===== src/rtl/cms_cfg.svh =====
`ifndef CMS_CFG_SVH
`define CMS_CFG_SVH

// register offsets
`define CMS_OFS_CTRL    4'h0
`define CMS_OFS_STATUS  4'h4
// control fields
`define CMS_CTRL_SRC    0
`define CMS_CTRL_MON    1
// status fields
`define CMS_ST_ESTB     0
`define CMS_ST_ISTB     1
`define CMS_ST_EDEAD    2
`define CMS_ST_IDEAD    3
`define CMS_ST_SRC      4
`define CMS_ST_MON      5
// reset values
`define CMS_CTRL_RST    2'h0
// counts
`define CMS_LONG_W      12
`define CMS_STAB_SHORT  3
`define CMS_STAB_LONG   11
`define CMS_MISS_LIMIT  2'h2
`define CMS_MEAS_LIMIT  2'h2

`endif


===== src/rtl/cms_pkg.sv =====
package cms_pkg;

  // loose configuration and enable inputs
  typedef struct packed {
    logic slow_crystal_select;
    logic crystal_amp_enable;
    logic ext_gen_enable;
    logic int_gen_enable;
    logic ext_clock_on;
  } cms_cfg_t;

  // pin control outputs
  typedef struct packed {
    logic crystal_amp_on;
    logic osc_out_port_oe_n;
    logic osc_in_port_oe_n;
  } cms_pin_t;

  typedef enum logic [1:0] {
    CMS_SW_RUN  = 2'b00,
    CMS_SW_OLD  = 2'b01,
    CMS_SW_LOW  = 2'b10
  } cms_sw_state_t;

endpackage : cms_pkg


===== src/rtl/cms_clock_monitor.sv =====
// Function
// crystal amplifier on only when generator enable and amplifier config both set.
// with amplifier off, oscillator output pin returns to port use.
// external clock input path enabled only with generator enable; else port pin.
// references come from external clock and internal base clock, half rate or slower.
// both clocks always divided by four; long divider on one per slow bit.
// long divider doubles as stabilization counter, held reset without generator enable.
// before stable, long divider counts external clock; tap at 16 or 4096.
// falling stabilization clock sets external stable; divider then resumes reference role.
// external clock death clears stable and reverts divider; software stops monitor.
// internal dead after two reference lows without base edge; next edge clears.
// internal stable set after two consecutive filter stable measurements.
// internal stable cleared by filter unstable, generator off or internal dead.
// external dead after two reference lows without clock edge; next edge clears.
// external stable cleared by generator off or external dead.
// oscillator output switch picks external when source select set, else internal.
// source select changes only with both generators on and target stable; the R23 forced change skips this check.
// timebase switch picks external when external clock on bit is set, unless an R21 force selects the live clock.
// generator output clock is oscillator output clock divided by two.
// switch runs old clock, holds low, then runs new clock, glitch-free.
// during reset the switches select the internal clock.
// monitor on with dead side forces immediate deselect, live clock follows.
// monitor may be turned on only with both generators on and stable.
// on a detected dead clock, source select shows the live clock; the code forces this only while the monitor is on.
// normal mode long divider on external when slow bit clear, else base.
//
// Design decisions made here: the register addresses and the strobed register port.
`timescale 1ns/1ns

// ***********************************
// glitch-free two-way clock switch
// ***********************************
module cms_clk_switch (
  input  wire logic clk_sys,
  input  wire logic nrst,
  input  wire logic clk_int,
  input  wire logic clk_ext,
  input  wire logic sel,
  input  wire logic kill_old,
  output logic      clk_o
);
  cms_pkg::cms_sw_state_t state_q;
  cms_pkg::cms_sw_state_t state_d;
  logic cur_q;
  logic cur_d;
  logic int_prev_q;
  logic ext_prev_q;
  logic out_q;
  logic out_d;
  wire  int_fall = int_prev_q & ~clk_int;
  wire  ext_fall = ext_prev_q & ~clk_ext;
  wire  old_fall = cur_q ? ext_fall : int_fall;
  wire  new_fall = cur_q ? int_fall : ext_fall;
  wire  cur_clk  = cur_q ? clk_ext : clk_int;

  always_comb
  begin
    state_d = state_q;
    cur_d   = cur_q;
    out_d   = 1'b0;
    case (state_q)
      cms_pkg::CMS_SW_RUN:
      begin
        out_d = cur_clk;
        if (sel != cur_q)
        begin
          state_d = kill_old ? cms_pkg::CMS_SW_LOW : cms_pkg::CMS_SW_OLD;
          out_d   = kill_old ? 1'b0 : cur_clk;
        end
      end
      cms_pkg::CMS_SW_OLD:
      begin
        out_d = cur_clk;
        if (old_fall || kill_old)
        begin
          state_d = cms_pkg::CMS_SW_LOW;
          out_d   = 1'b0;
        end
      end
      cms_pkg::CMS_SW_LOW:
      begin
        if (new_fall)
        begin
          state_d = cms_pkg::CMS_SW_RUN;
          cur_d   = ~cur_q;
        end
      end
      default:
      begin
        state_d = cms_pkg::CMS_SW_RUN;
      end
    endcase
  end

  always_ff @(posedge clk_sys or negedge nrst)
  begin
    if (!nrst)
    begin
      state_q    <= cms_pkg::CMS_SW_RUN;
      cur_q      <= 1'b0;
      int_prev_q <= 1'b0;
      ext_prev_q <= 1'b0;
      out_q      <= 1'b0;
    end
    else
    begin
      state_q    <= state_d;
      cur_q      <= cur_d;
      int_prev_q <= clk_int;
      ext_prev_q <= clk_ext;
      out_q      <= out_d;
    end
  end

  assign clk_o = out_q;
endmodule : cms_clk_switch

// ***********************************
// clock monitor and select top
// ***********************************
module cms_clock_monitor (
  input  wire logic                clk_sys,
  input  wire logic                nrst,
  input  wire cms_pkg::cms_cfg_t   cfg,
  input  wire logic                osc_in_port_pin,
  input  wire logic                int_clock,
  input  wire logic                int_base_clock,
  input  wire logic                loop_filter_stable,
  input  wire logic [3:0]          reg_addr,
  input  wire logic [7:0]          reg_wdata,
  input  wire logic                reg_wr,
  input  wire logic                reg_rd,
  output logic [7:0]               reg_rdata,
  output cms_pkg::cms_pin_t        pins,
  output logic                     osc_out_clock,
  output logic                     timebase_clock,
  output logic                     gen_out_clock
);
`include "cms_cfg.svh"

  // ***********************************
  // pins and external clock path
  // ***********************************
  wire ext_clock = osc_in_port_pin & cfg.ext_gen_enable;

  assign pins.crystal_amp_on    = cfg.ext_gen_enable & cfg.crystal_amp_enable;
  assign pins.osc_out_port_oe_n = cfg.ext_gen_enable & cfg.crystal_amp_enable;
  assign pins.osc_in_port_oe_n  = cfg.ext_gen_enable;

  // ***********************************
  // edge detection and divide by four
  // ***********************************
  logic       ext_clock_prev_q;
  logic       int_base_clock_prev_q;
  logic [1:0] ediv_q;
  logic [1:0] idiv_q;
  logic       ediv_prev_q;
  logic       idiv_prev_q;
  wire  ext_clock_fall  = ext_clock_prev_q & ~ext_clock;
  wire  int_base_clock_fall = int_base_clock_prev_q & ~int_base_clock;
  wire  ediv_fall  = ediv_prev_q & ~ediv_q[1];
  wire  idiv_fall  = idiv_prev_q & ~idiv_q[1];

  always_ff @(posedge clk_sys or negedge nrst)
  begin
    if (!nrst)
    begin
      ext_clock_prev_q  <= 1'b0;
      int_base_clock_prev_q <= 1'b0;
      ediv_q       <= 2'h0;
      idiv_q       <= 2'h0;
      ediv_prev_q  <= 1'b0;
      idiv_prev_q  <= 1'b0;
    end
    else
    begin
      ext_clock_prev_q  <= ext_clock;
      int_base_clock_prev_q <= int_base_clock;
      ediv_q       <= ediv_q + {1'b0, ext_clock_fall};
      idiv_q       <= idiv_q + {1'b0, int_base_clock_fall};
      ediv_prev_q  <= ediv_q[1];
      idiv_prev_q  <= idiv_q[1];
    end
  end

  // ***********************************
  // long divider and stabilization
  // ***********************************
  logic [`CMS_LONG_W-1:0] long_q;
  logic                   stab_prev_q;
  logic                   ext_stable_q;
  logic                   ext_stable_d;
  logic                   ext_dead_q;
  logic                   int_dead_q;

  wire long_step = !ext_stable_q ? ext_clock_fall
                 : (cfg.slow_crystal_select ? idiv_fall : ediv_fall);
  wire stab_tap  = cfg.crystal_amp_enable ? long_q[`CMS_STAB_LONG]
                                          : long_q[`CMS_STAB_SHORT];
  wire stab_fall = stab_prev_q & ~stab_tap & ~ext_stable_q;
  wire long_out  = long_q[`CMS_LONG_W-1];

  always_ff @(posedge clk_sys or negedge nrst)
  begin
    if (!nrst)
    begin
      long_q      <= '0;
      stab_prev_q <= 1'b0;
    end
    else if (!cfg.ext_gen_enable)
    begin
      long_q      <= '0;
      stab_prev_q <= 1'b0;
    end
    else
    begin
      long_q      <= long_q + {{(`CMS_LONG_W-1){1'b0}}, long_step};
      stab_prev_q <= stab_tap;
    end
  end

  always_comb
  begin
    ext_stable_d = ext_stable_q;
    if (stab_fall)
      ext_stable_d = 1'b1;
    if (!cfg.ext_gen_enable || ext_dead_q)
      ext_stable_d = 1'b0;
  end

  // ***********************************
  // references
  // ***********************************
  wire ext_ref = cfg.slow_crystal_select ? ediv_q[1] : long_out;
  wire int_ref = cfg.slow_crystal_select ? long_out : idiv_q[1];
  logic ext_ref_prev_q;
  logic int_ref_prev_q;
  wire  ext_ref_rise = ~ext_ref_prev_q & ext_ref;
  wire  int_ref_rise = ~int_ref_prev_q & int_ref;

  // ***********************************
  // activity detectors
  // ***********************************
  logic       iseen_q;
  logic       eseen_q;
  logic [1:0] imiss_q;
  logic [1:0] emiss_q;
  logic [1:0] meas_q;
  logic       int_stable_q;
  wire  ihit = int_base_clock_fall & ~ext_ref;
  wire  ehit = ext_clock_fall & ~int_ref;

  always_ff @(posedge clk_sys or negedge nrst)
  begin
    if (!nrst)
    begin
      ext_ref_prev_q <= 1'b0;
      int_ref_prev_q <= 1'b0;
      iseen_q        <= 1'b0;
      eseen_q        <= 1'b0;
      imiss_q        <= 2'h0;
      emiss_q        <= 2'h0;
      int_dead_q     <= 1'b0;
      ext_dead_q     <= 1'b0;
      meas_q         <= 2'h0;
      int_stable_q   <= 1'b0;
      ext_stable_q   <= 1'b0;
    end
    else
    begin
      ext_ref_prev_q <= ext_ref;
      int_ref_prev_q <= int_ref;
      ext_stable_q   <= ext_stable_d;
      // internal side
      if (ihit)
      begin
        iseen_q    <= 1'b1;
        imiss_q    <= 2'h0;
        int_dead_q <= 1'b0;
      end
      else if (ext_ref_rise)
      begin
        iseen_q <= 1'b0;
        if (!iseen_q && imiss_q != `CMS_MISS_LIMIT)
          imiss_q <= imiss_q + 2'h1;
        if (!iseen_q && imiss_q == `CMS_MISS_LIMIT - 2'h1)
          int_dead_q <= 1'b1;
      end
      // external side
      if (ehit)
      begin
        eseen_q    <= 1'b1;
        emiss_q    <= 2'h0;
        ext_dead_q <= 1'b0;
      end
      else if (int_ref_rise)
      begin
        eseen_q <= 1'b0;
        if (!eseen_q && emiss_q != `CMS_MISS_LIMIT)
          emiss_q <= emiss_q + 2'h1;
        if (!eseen_q && emiss_q == `CMS_MISS_LIMIT - 2'h1)
          ext_dead_q <= 1'b1;
      end
      // internal stable from filter measurements
      if (!loop_filter_stable || !cfg.int_gen_enable || int_dead_q)
      begin
        meas_q       <= 2'h0;
        int_stable_q <= 1'b0;
      end
      else if (ext_ref_rise)
      begin
        if (meas_q != `CMS_MEAS_LIMIT)
          meas_q <= meas_q + 2'h1;
        if (meas_q == `CMS_MEAS_LIMIT - 2'h1)
          int_stable_q <= 1'b1;
      end
    end
  end

  // ***********************************
  // register port
  // ***********************************
  logic src_sel_q;
  logic mon_on_q;
  logic [7:0] rdata_q;
  wire  both_on  = cfg.int_gen_enable & cfg.ext_gen_enable;
  wire  wr_ctrl  = reg_wr && reg_addr == `CMS_OFS_CTRL;
  wire  new_src  = reg_wdata[`CMS_CTRL_SRC];
  wire  src_ok   = both_on && (new_src ? ext_stable_q : int_stable_q);
  wire  mon_ok   = both_on && ext_stable_q && int_stable_q;
  wire  force_i  = mon_on_q & ext_dead_q;
  wire  force_e  = mon_on_q & int_dead_q & ~ext_dead_q;
  wire  rd_ctrl  = reg_addr == `CMS_OFS_CTRL;
  wire  rd_stat  = reg_addr == `CMS_OFS_STATUS;
  wire [7:0] ctrl_rd = {6'h00, mon_on_q, src_sel_q};
  wire [7:0] stat_rd = {2'h0, mon_on_q, src_sel_q, int_dead_q,
                        ext_dead_q, int_stable_q, ext_stable_q};
  wire [7:0] rd_mux  = rd_ctrl ? ctrl_rd : (rd_stat ? stat_rd : 8'h00);

  always_ff @(posedge clk_sys or negedge nrst)
  begin
    if (!nrst)
    begin
      src_sel_q <= 1'(`CMS_CTRL_RST >> `CMS_CTRL_SRC);
      mon_on_q  <= 1'b0;
      rdata_q   <= 8'h00;
    end
    else
    begin
      if (force_i)
        src_sel_q <= 1'b0;
      else if (force_e)
        src_sel_q <= 1'b1;
      else if (wr_ctrl && src_ok)
        src_sel_q <= new_src;
      if (wr_ctrl && (!reg_wdata[`CMS_CTRL_MON] || mon_ok))
        mon_on_q <= reg_wdata[`CMS_CTRL_MON];
      rdata_q <= reg_rd ? rd_mux : 8'h00;
    end
  end

  assign reg_rdata = rdata_q;

  // ***********************************
  // clock selection
  // ***********************************
  wire osc_sel = src_sel_q;
  wire tb_sel  = force_i ? 1'b0 : (force_e ? 1'b1 : cfg.ext_clock_on);

  cms_clk_switch u_osc_sw (
    .clk_sys  (clk_sys),
    .nrst     (nrst),
    .clk_int  (int_clock),
    .clk_ext  (ext_clock),
    .sel      (osc_sel),
    .kill_old (force_i | force_e),
    .clk_o    (osc_out_clock)
  );

  cms_clk_switch u_tb_sw (
    .clk_sys  (clk_sys),
    .nrst     (nrst),
    .clk_int  (int_clock),
    .clk_ext  (ext_clock),
    .sel      (tb_sel),
    .kill_old (force_i | force_e),
    .clk_o    (timebase_clock)
  );

  // ***********************************
  // generator output divide by two
  // ***********************************
  logic osc_prev_q;
  logic gen_q;

  always_ff @(posedge clk_sys or negedge nrst)
  begin
    if (!nrst)
    begin
      osc_prev_q <= 1'b0;
      gen_q      <= 1'b0;
    end
    else
    begin
      osc_prev_q <= osc_out_clock;
      if (osc_prev_q && !osc_out_clock)
        gen_q <= ~gen_q;
    end
  end

  assign gen_out_clock = gen_q;
endmodule : cms_clock_monitor


===== config.mk =====
export PLATFORM = sky130hd
export DESIGN_NAME = cms_clock_monitor
export DESIGN_NICKNAME = d
export VERILOG_FILES = /design/src/rtl/cms_pkg.sv /design/src/rtl/cms_clock_monitor.sv
export VERILOG_INCLUDE_DIRS = /design/src /design/src/rtl
export SDC_FILE = /design/constraint.sdc
export NUM_CORES = 1
export LEC_CHECK = 0
export BUFFER_PORTS_ARGS = -buffer_cell sky130_fd_sc_hd__buf_2
export CAP_MARGIN = 40
export CORE_MARGIN = 4
export CORE_UTILIZATION = 50
export DETAILED_ROUTE_END_ITERATION = 10
export PLACE_DENSITY_LB_ADDON = 0.1
export SETUP_SLACK_MARGIN = 0.3
export SYNTH_ARGS = -nofsm -noshare
export SYNTH_HDL_FRONTEND = slang
export SYNTH_SLANG_ARGS = --single-unit

===== constraint.sdc =====
create_clock -name clk_sys -period 2.3 [get_ports clk_sys]
set_input_delay 0 -clock clk_sys [delete_from_list [all_inputs] [get_ports clk_sys]]
set_output_delay 0 -clock clk_sys [all_outputs]
set_load 0.02 [all_outputs]

Yosys cells after proc, flatten, opt, wreduce, memory -nomap -nowiden
Index checks and enable logic that the tools add are counted.
- muxes and demuxes: 63
- bitwise gates (word level): 33
- equality and inequality tests: 19
- add/subtract/negate cells: 6
- reduce and logical (&&, ||, !) cells: 48
- operators by type and width (kind ; number):
    2-to-1 mux 1 bit ; 39
    2-to-1 mux 2 bit ; 16
    nonzero test 2 bit ; 10
    2-to-1 mux 6 bit ; 3
    bitwise AND 1 bit ; 17
    AND reduction 2 bit ; 8
    inverter 1 bit ; 15
    adder 12 x 1 -> 12 bit ; 1
    2-to-1 mux 12 bit ; 1
    != test 2 x 1 -> 1 bit (second input constant) ; 6
    one-hot mux 2 bit (3 select lines) ; 2
    logical AND 1 bit ; 11
    == test 2 x 1 -> 1 bit (second input constant) ; 5
    logical NOT 1 bit ; 7
    adder 2 x 1 -> 2 bit (second input constant) ; 3
    logical OR 1 bit ; 6
    != test 2 bit (second input constant) ; 3
    AND reduction 3 bit ; 2
    adder 2 x 1 -> 2 bit ; 2
    == test 2 bit (second input constant) ; 2
    == test 4 x 3 -> 1 bit (second input constant) ; 1
    logical NOT 2 bit ; 2
    logical NOT 4 bit ; 1
    one-hot mux 1 bit (2 select lines) ; 2
    3 further kinds ; 4
- output and inout port bits: 14
- bits in registers: 54
- logic and storage cells: 200

Longest topological paths before layout
- word-level depth: 7
- depth in mapped cells: 9

Modules after synthesis
Synthesis repeated with hierarchy kept, for this count alone.
- cell total of the unflattened synthesis: 247
- area total of the unflattened synthesis: 2738.9 um^2
- modules (own cells, without submodules) (module ; sequential area each (um^2) ; cells an instance ; area an instance (um^2) ; times used):
    cms_clock_monitor ; 1126.1 ; 189 ; 2088.3 ; 1
    cms_clk_switch ; 150.1 ; 29 ; 325.3 ; 2

Least setup slack after synthesis
No wires, ideal clock.
- path kind: flip-flop to flip-flop
- from: reg u_tb_sw.ext_prev_q (netlist name)
- to: reg long_q[11]
- cell stages (with the launch flop): 8
- path slack: 0.624 ns
- arrival time: 1.557 ns
- required time: 2.181 ns
- clock period less this slack: 1.676 ns
- setup time: 0.119 ns
- path through: dfrtp_1 a21bo_4 o21ai_0 ha_1 nand3_1 nor3_1 xor2_1 and2_1
- RTL lines (what ; RTL line ; source):
    to (signal assigned) ; cms_clock_monitor.sv:217 ; long_q <= long_q + {{(`CMS_LONG_W-1){1'b0}}, long_step};
    to (decl) ; cms_clock_monitor.sv:189 ; logic [`CMS_LONG_W-1:0] long_q;

Worst setup path in the final report
- from: reg idiv_q[1]
- to: reg long_q[11]
- longest elaborated chain between the ends: 6
- ends and longest elaborated chain (what ; RTL line ; source):
    from (decl) ; cms_clock_monitor.sv:156 ; logic [1:0] idiv_q;
    from (signal assigned) ; cms_clock_monitor.sv:180 ; idiv_q <= idiv_q + {1'b0, int_base_clock_fall};
    inverter 1 bit ; cms_clock_monitor.sv:162 ; wire idiv_fall = idiv_prev_q & ~idiv_q[1];
    bitwise AND 1 bit ; cms_clock_monitor.sv:162 ;
    2-to-1 mux 1 bit ; cms_clock_monitor.sv:197 ; : (cfg.slow_crystal_select ? idiv_fall : ediv_fall);
    2-to-1 mux 1 bit ; cms_clock_monitor.sv:196 ; wire long_step = !ext_stable_q ? ext_clock_fall
    adder 12 x 1 -> 12 bit ; cms_clock_monitor.sv:217 ;
    2-to-1 mux 12 bit ; cms_clock_monitor.sv:210 ; else if (!cfg.ext_gen_enable)
Every way passes these cells.
A chain may end at the register's enable or synchronous reset.

==> impl_metrics.ini <==
[global_route]
grt_overflow = 0
antenna_found_initial = 0
grt_usage = 0.159
grt_pass1_vias = 1767
grt_first_pass_wirelength_um = 7960
grt_max_degree = 39

[min_path]
min_path_type = input pin to register
hold_path_depth = 3

[outcome]
outcome = finished clean

[worst_setup_path]
crit_path_end_kind = register
worstPathMaxFanout = 4
startpoint_type = register
rrSetupSlack_ns = 0.53
critical_path_required_ns = 2.50
reg2reg_depth = 9
critPathKind = register to register
cp.arrival_ns = 1.97

[clock_tree]
cts-root-buf = clkbuf_8
cts_tree = yes
cts_max_level = 2
clkTransAtPathRegs_ns = 0.09
numCtsBuffers = 5
clock-sinks = 54
clk_latency_ns = 0.30
clock_path_buffers = 2

[sta]
drv_slew = 0
setup_slack_ns = 0.526
timing.fmax_mhz = 564
fin_worst_skew_ns = 0.00572
setup_viol = 0
holdWs_ns = 0.0140
rsz0062_at_grt = no
finalHoldViolations = 0
fin_crit_ns = 1.77
timing.final.crit_share = 0.771
finalSetupTns_ns = 0

[yosys]
synthAdderAreaFrac = 0.0438
synth_edf_count = 0
synth_top_family_by_area = simple AND/OR/NAND/NOR gates
synth-main-ff-cell = dfrtp_1
synthXorXnorAreaFrac = 0.0545
syn_area_mm2 = 0.00257
synth_cell_type_count = 51
synth_compound_area_frac = 0.0998
synth_warnings = 0
muxShareOfSynthArea = 0.0448
synthCells = 235
syn_area_per_cell_um2 = 10.9
async_flop_share = 1.00
yosysSeqAreaShare = 0.526
yosys.area_share.simple = 0.188
synth-seq-cells = 54

[layout]
final_layout_size_suffix_gt1_frac = 0.187
layout-area-overhead-vs-synth_pct = 14.8
layout.nets = 312
layout_commonest_cell = dfrtp_1
antenna_cells = 0
layout_common_cells = dfrtp_1, buf_2, and2_1

[power]
pwr-share-seq = 0.543
p_switching_mw = 0.822
power.leakage_nw = 1.43
switching_share = 0.326
p_comb_frac = 0.260
ir_drop_mv = 0.609
power_density_mw_per_mm2 = 855
p_int_mw = 1.70
clkPwrFrac = 0.198
fin_total_pwr_mw = 2.52

[routing]
drc = 0
dr.pass1.iters = 4
vias_per_cell = 5.11
wire_per_inst_um = 13.0
wl_um = 4470
ant_nets = 0
vias = 1764
first_iter_violations = 66

[floorplan]
io_pins = 39
dieArea_mm2 = 0.00635
core_area_mm2 = 0.00485
die_y_um = 79.7
rows = 25
die_x_um = 79.7
initial_utilization = 0.530

[placed_design]
hpwl_um = 3120
pre_cts_ws_ns = 0.439
gp_congestion = 0.707
port_buffers = 30

[job]
max_cap_violations = 0
## path summary, 6_finish.rpt
check	startpoint	endpoint
worst min register to register	u_osc_sw.clk_o	osc_prev_q
worst max register to register	idiv_q[1]	long_q[11]
min in group asynchronous	nrst	u_tb_sw.clk_o
worst min-delay path	cfg[1]	meas_q[0]
max in group asynchronous	nrst	long_q[5]
worst max-delay path	idiv_q[1]	long_q[11]
## through the flow
step	instance area, um^2	instances	utilization
final	2950	345	0.609
after CTS	2930	343	0.605
after detailed placement	2770	328	0.572
after floorplan	2570	236	-
after global placement	2770	328	0.572
after global routing	2950	345	0.609
## registers in the layout, summed over array words and instances (netlist names), 2 cells and up
signal,cells
ediv_q,2
long_q,12
idiv_q,2
u_osc_sw.state_q,2
reg_rdata,6
imiss_q,2
u_tb_sw.state_q,2
emiss_q,2
meas_q,2
## area by class of cell
class | count | area [um^2]
fillers | 412 | 1900
flip-flops and latches | 54 | 1350
repair buffers | 42 | 260
multi-input cells | 160 | 1120
clock buffers | 6 | 72.6
clock inverters | 1 | 7.51
well taps | 67 | 83.8
inverters | 15 | 56.3
## cells in the mapped netlist (all sizes together) (6+ instances only)
library cell | n | area, um^2
dfrtp | 54 | 1350
inv | 15 | 56.3
and2 | 17 | 106
nor2 | 16 | 60.1
o21ai | 7 | 38.8
ha | 9 | 113
nor2b | 7 | 43.8
a31oi | 6 | 37.5
xor2 | 7 | 61.3
xnor2 | 9 | 78.8
nor3 | 11 | 60.1
buf | 6 | 46.3
nand2 | 15 | 56.3
mux2i | 10 | 104
a21oi | 7 | 35.0
## per-layer routing
metal,vias up,track usage,wire length [um],part of all wire
met5,-,0,0,0
met3,2,0.0418,184,0.041
met2,31,0.261,2140,0.48
met1,847,0.211,2130,0.48
met4,0,0.0361,20,0.0045
li1,884,-,-,-
## power by group through the flow
stage,clock [mW],combinational [mW],sequential (mW)
after floorplan,0,0.529,1.34
after global placement,0,0.622,1.39
after detailed placement,0,0.632,1.40
after CTS,0.520,0.646,1.38
after global routing,0.573,0.752,1.41
final,0.498,0.655,1.37
## kinds of logic (layout without fill, tap and decap cells)
| kind of cell | after synthesis | after routing |
|---|---|---|
| compound gates | 36 | 36 |
| xor+xnor | 16 | 16 |
| fa+ha+maj | 9 | 9 |
| buf+inv | 22 | 64 |
| flops | 54 | 54 |
| mux | 11 | 11 |
| other cells | 1 | 2 |
| simple gates | 86 | 86 |
## repair_timing
action | 4_1_cts | 5_1_grt
setup buffers | 0 | 2
hold buffers | 8 | 0
setup endpoints to repair | 0 | 4
resized for setup | 0 | 2
hold endpoints to repair | 23 | 0
## worst max-delay path, cell delays in order (launching register included)
cell and delay (ns):
dfrtp_1 0.42, inv_1 0.07, a32o_1 0.15, nand2_1 0.05, o21ai_1 0.12, ha_2 0.25
nand3_1 0.14, nor3_1 0.23, xor2_1 0.09, and2_1 0.16
No activity file was read; power rests on OpenSTA's default activity.
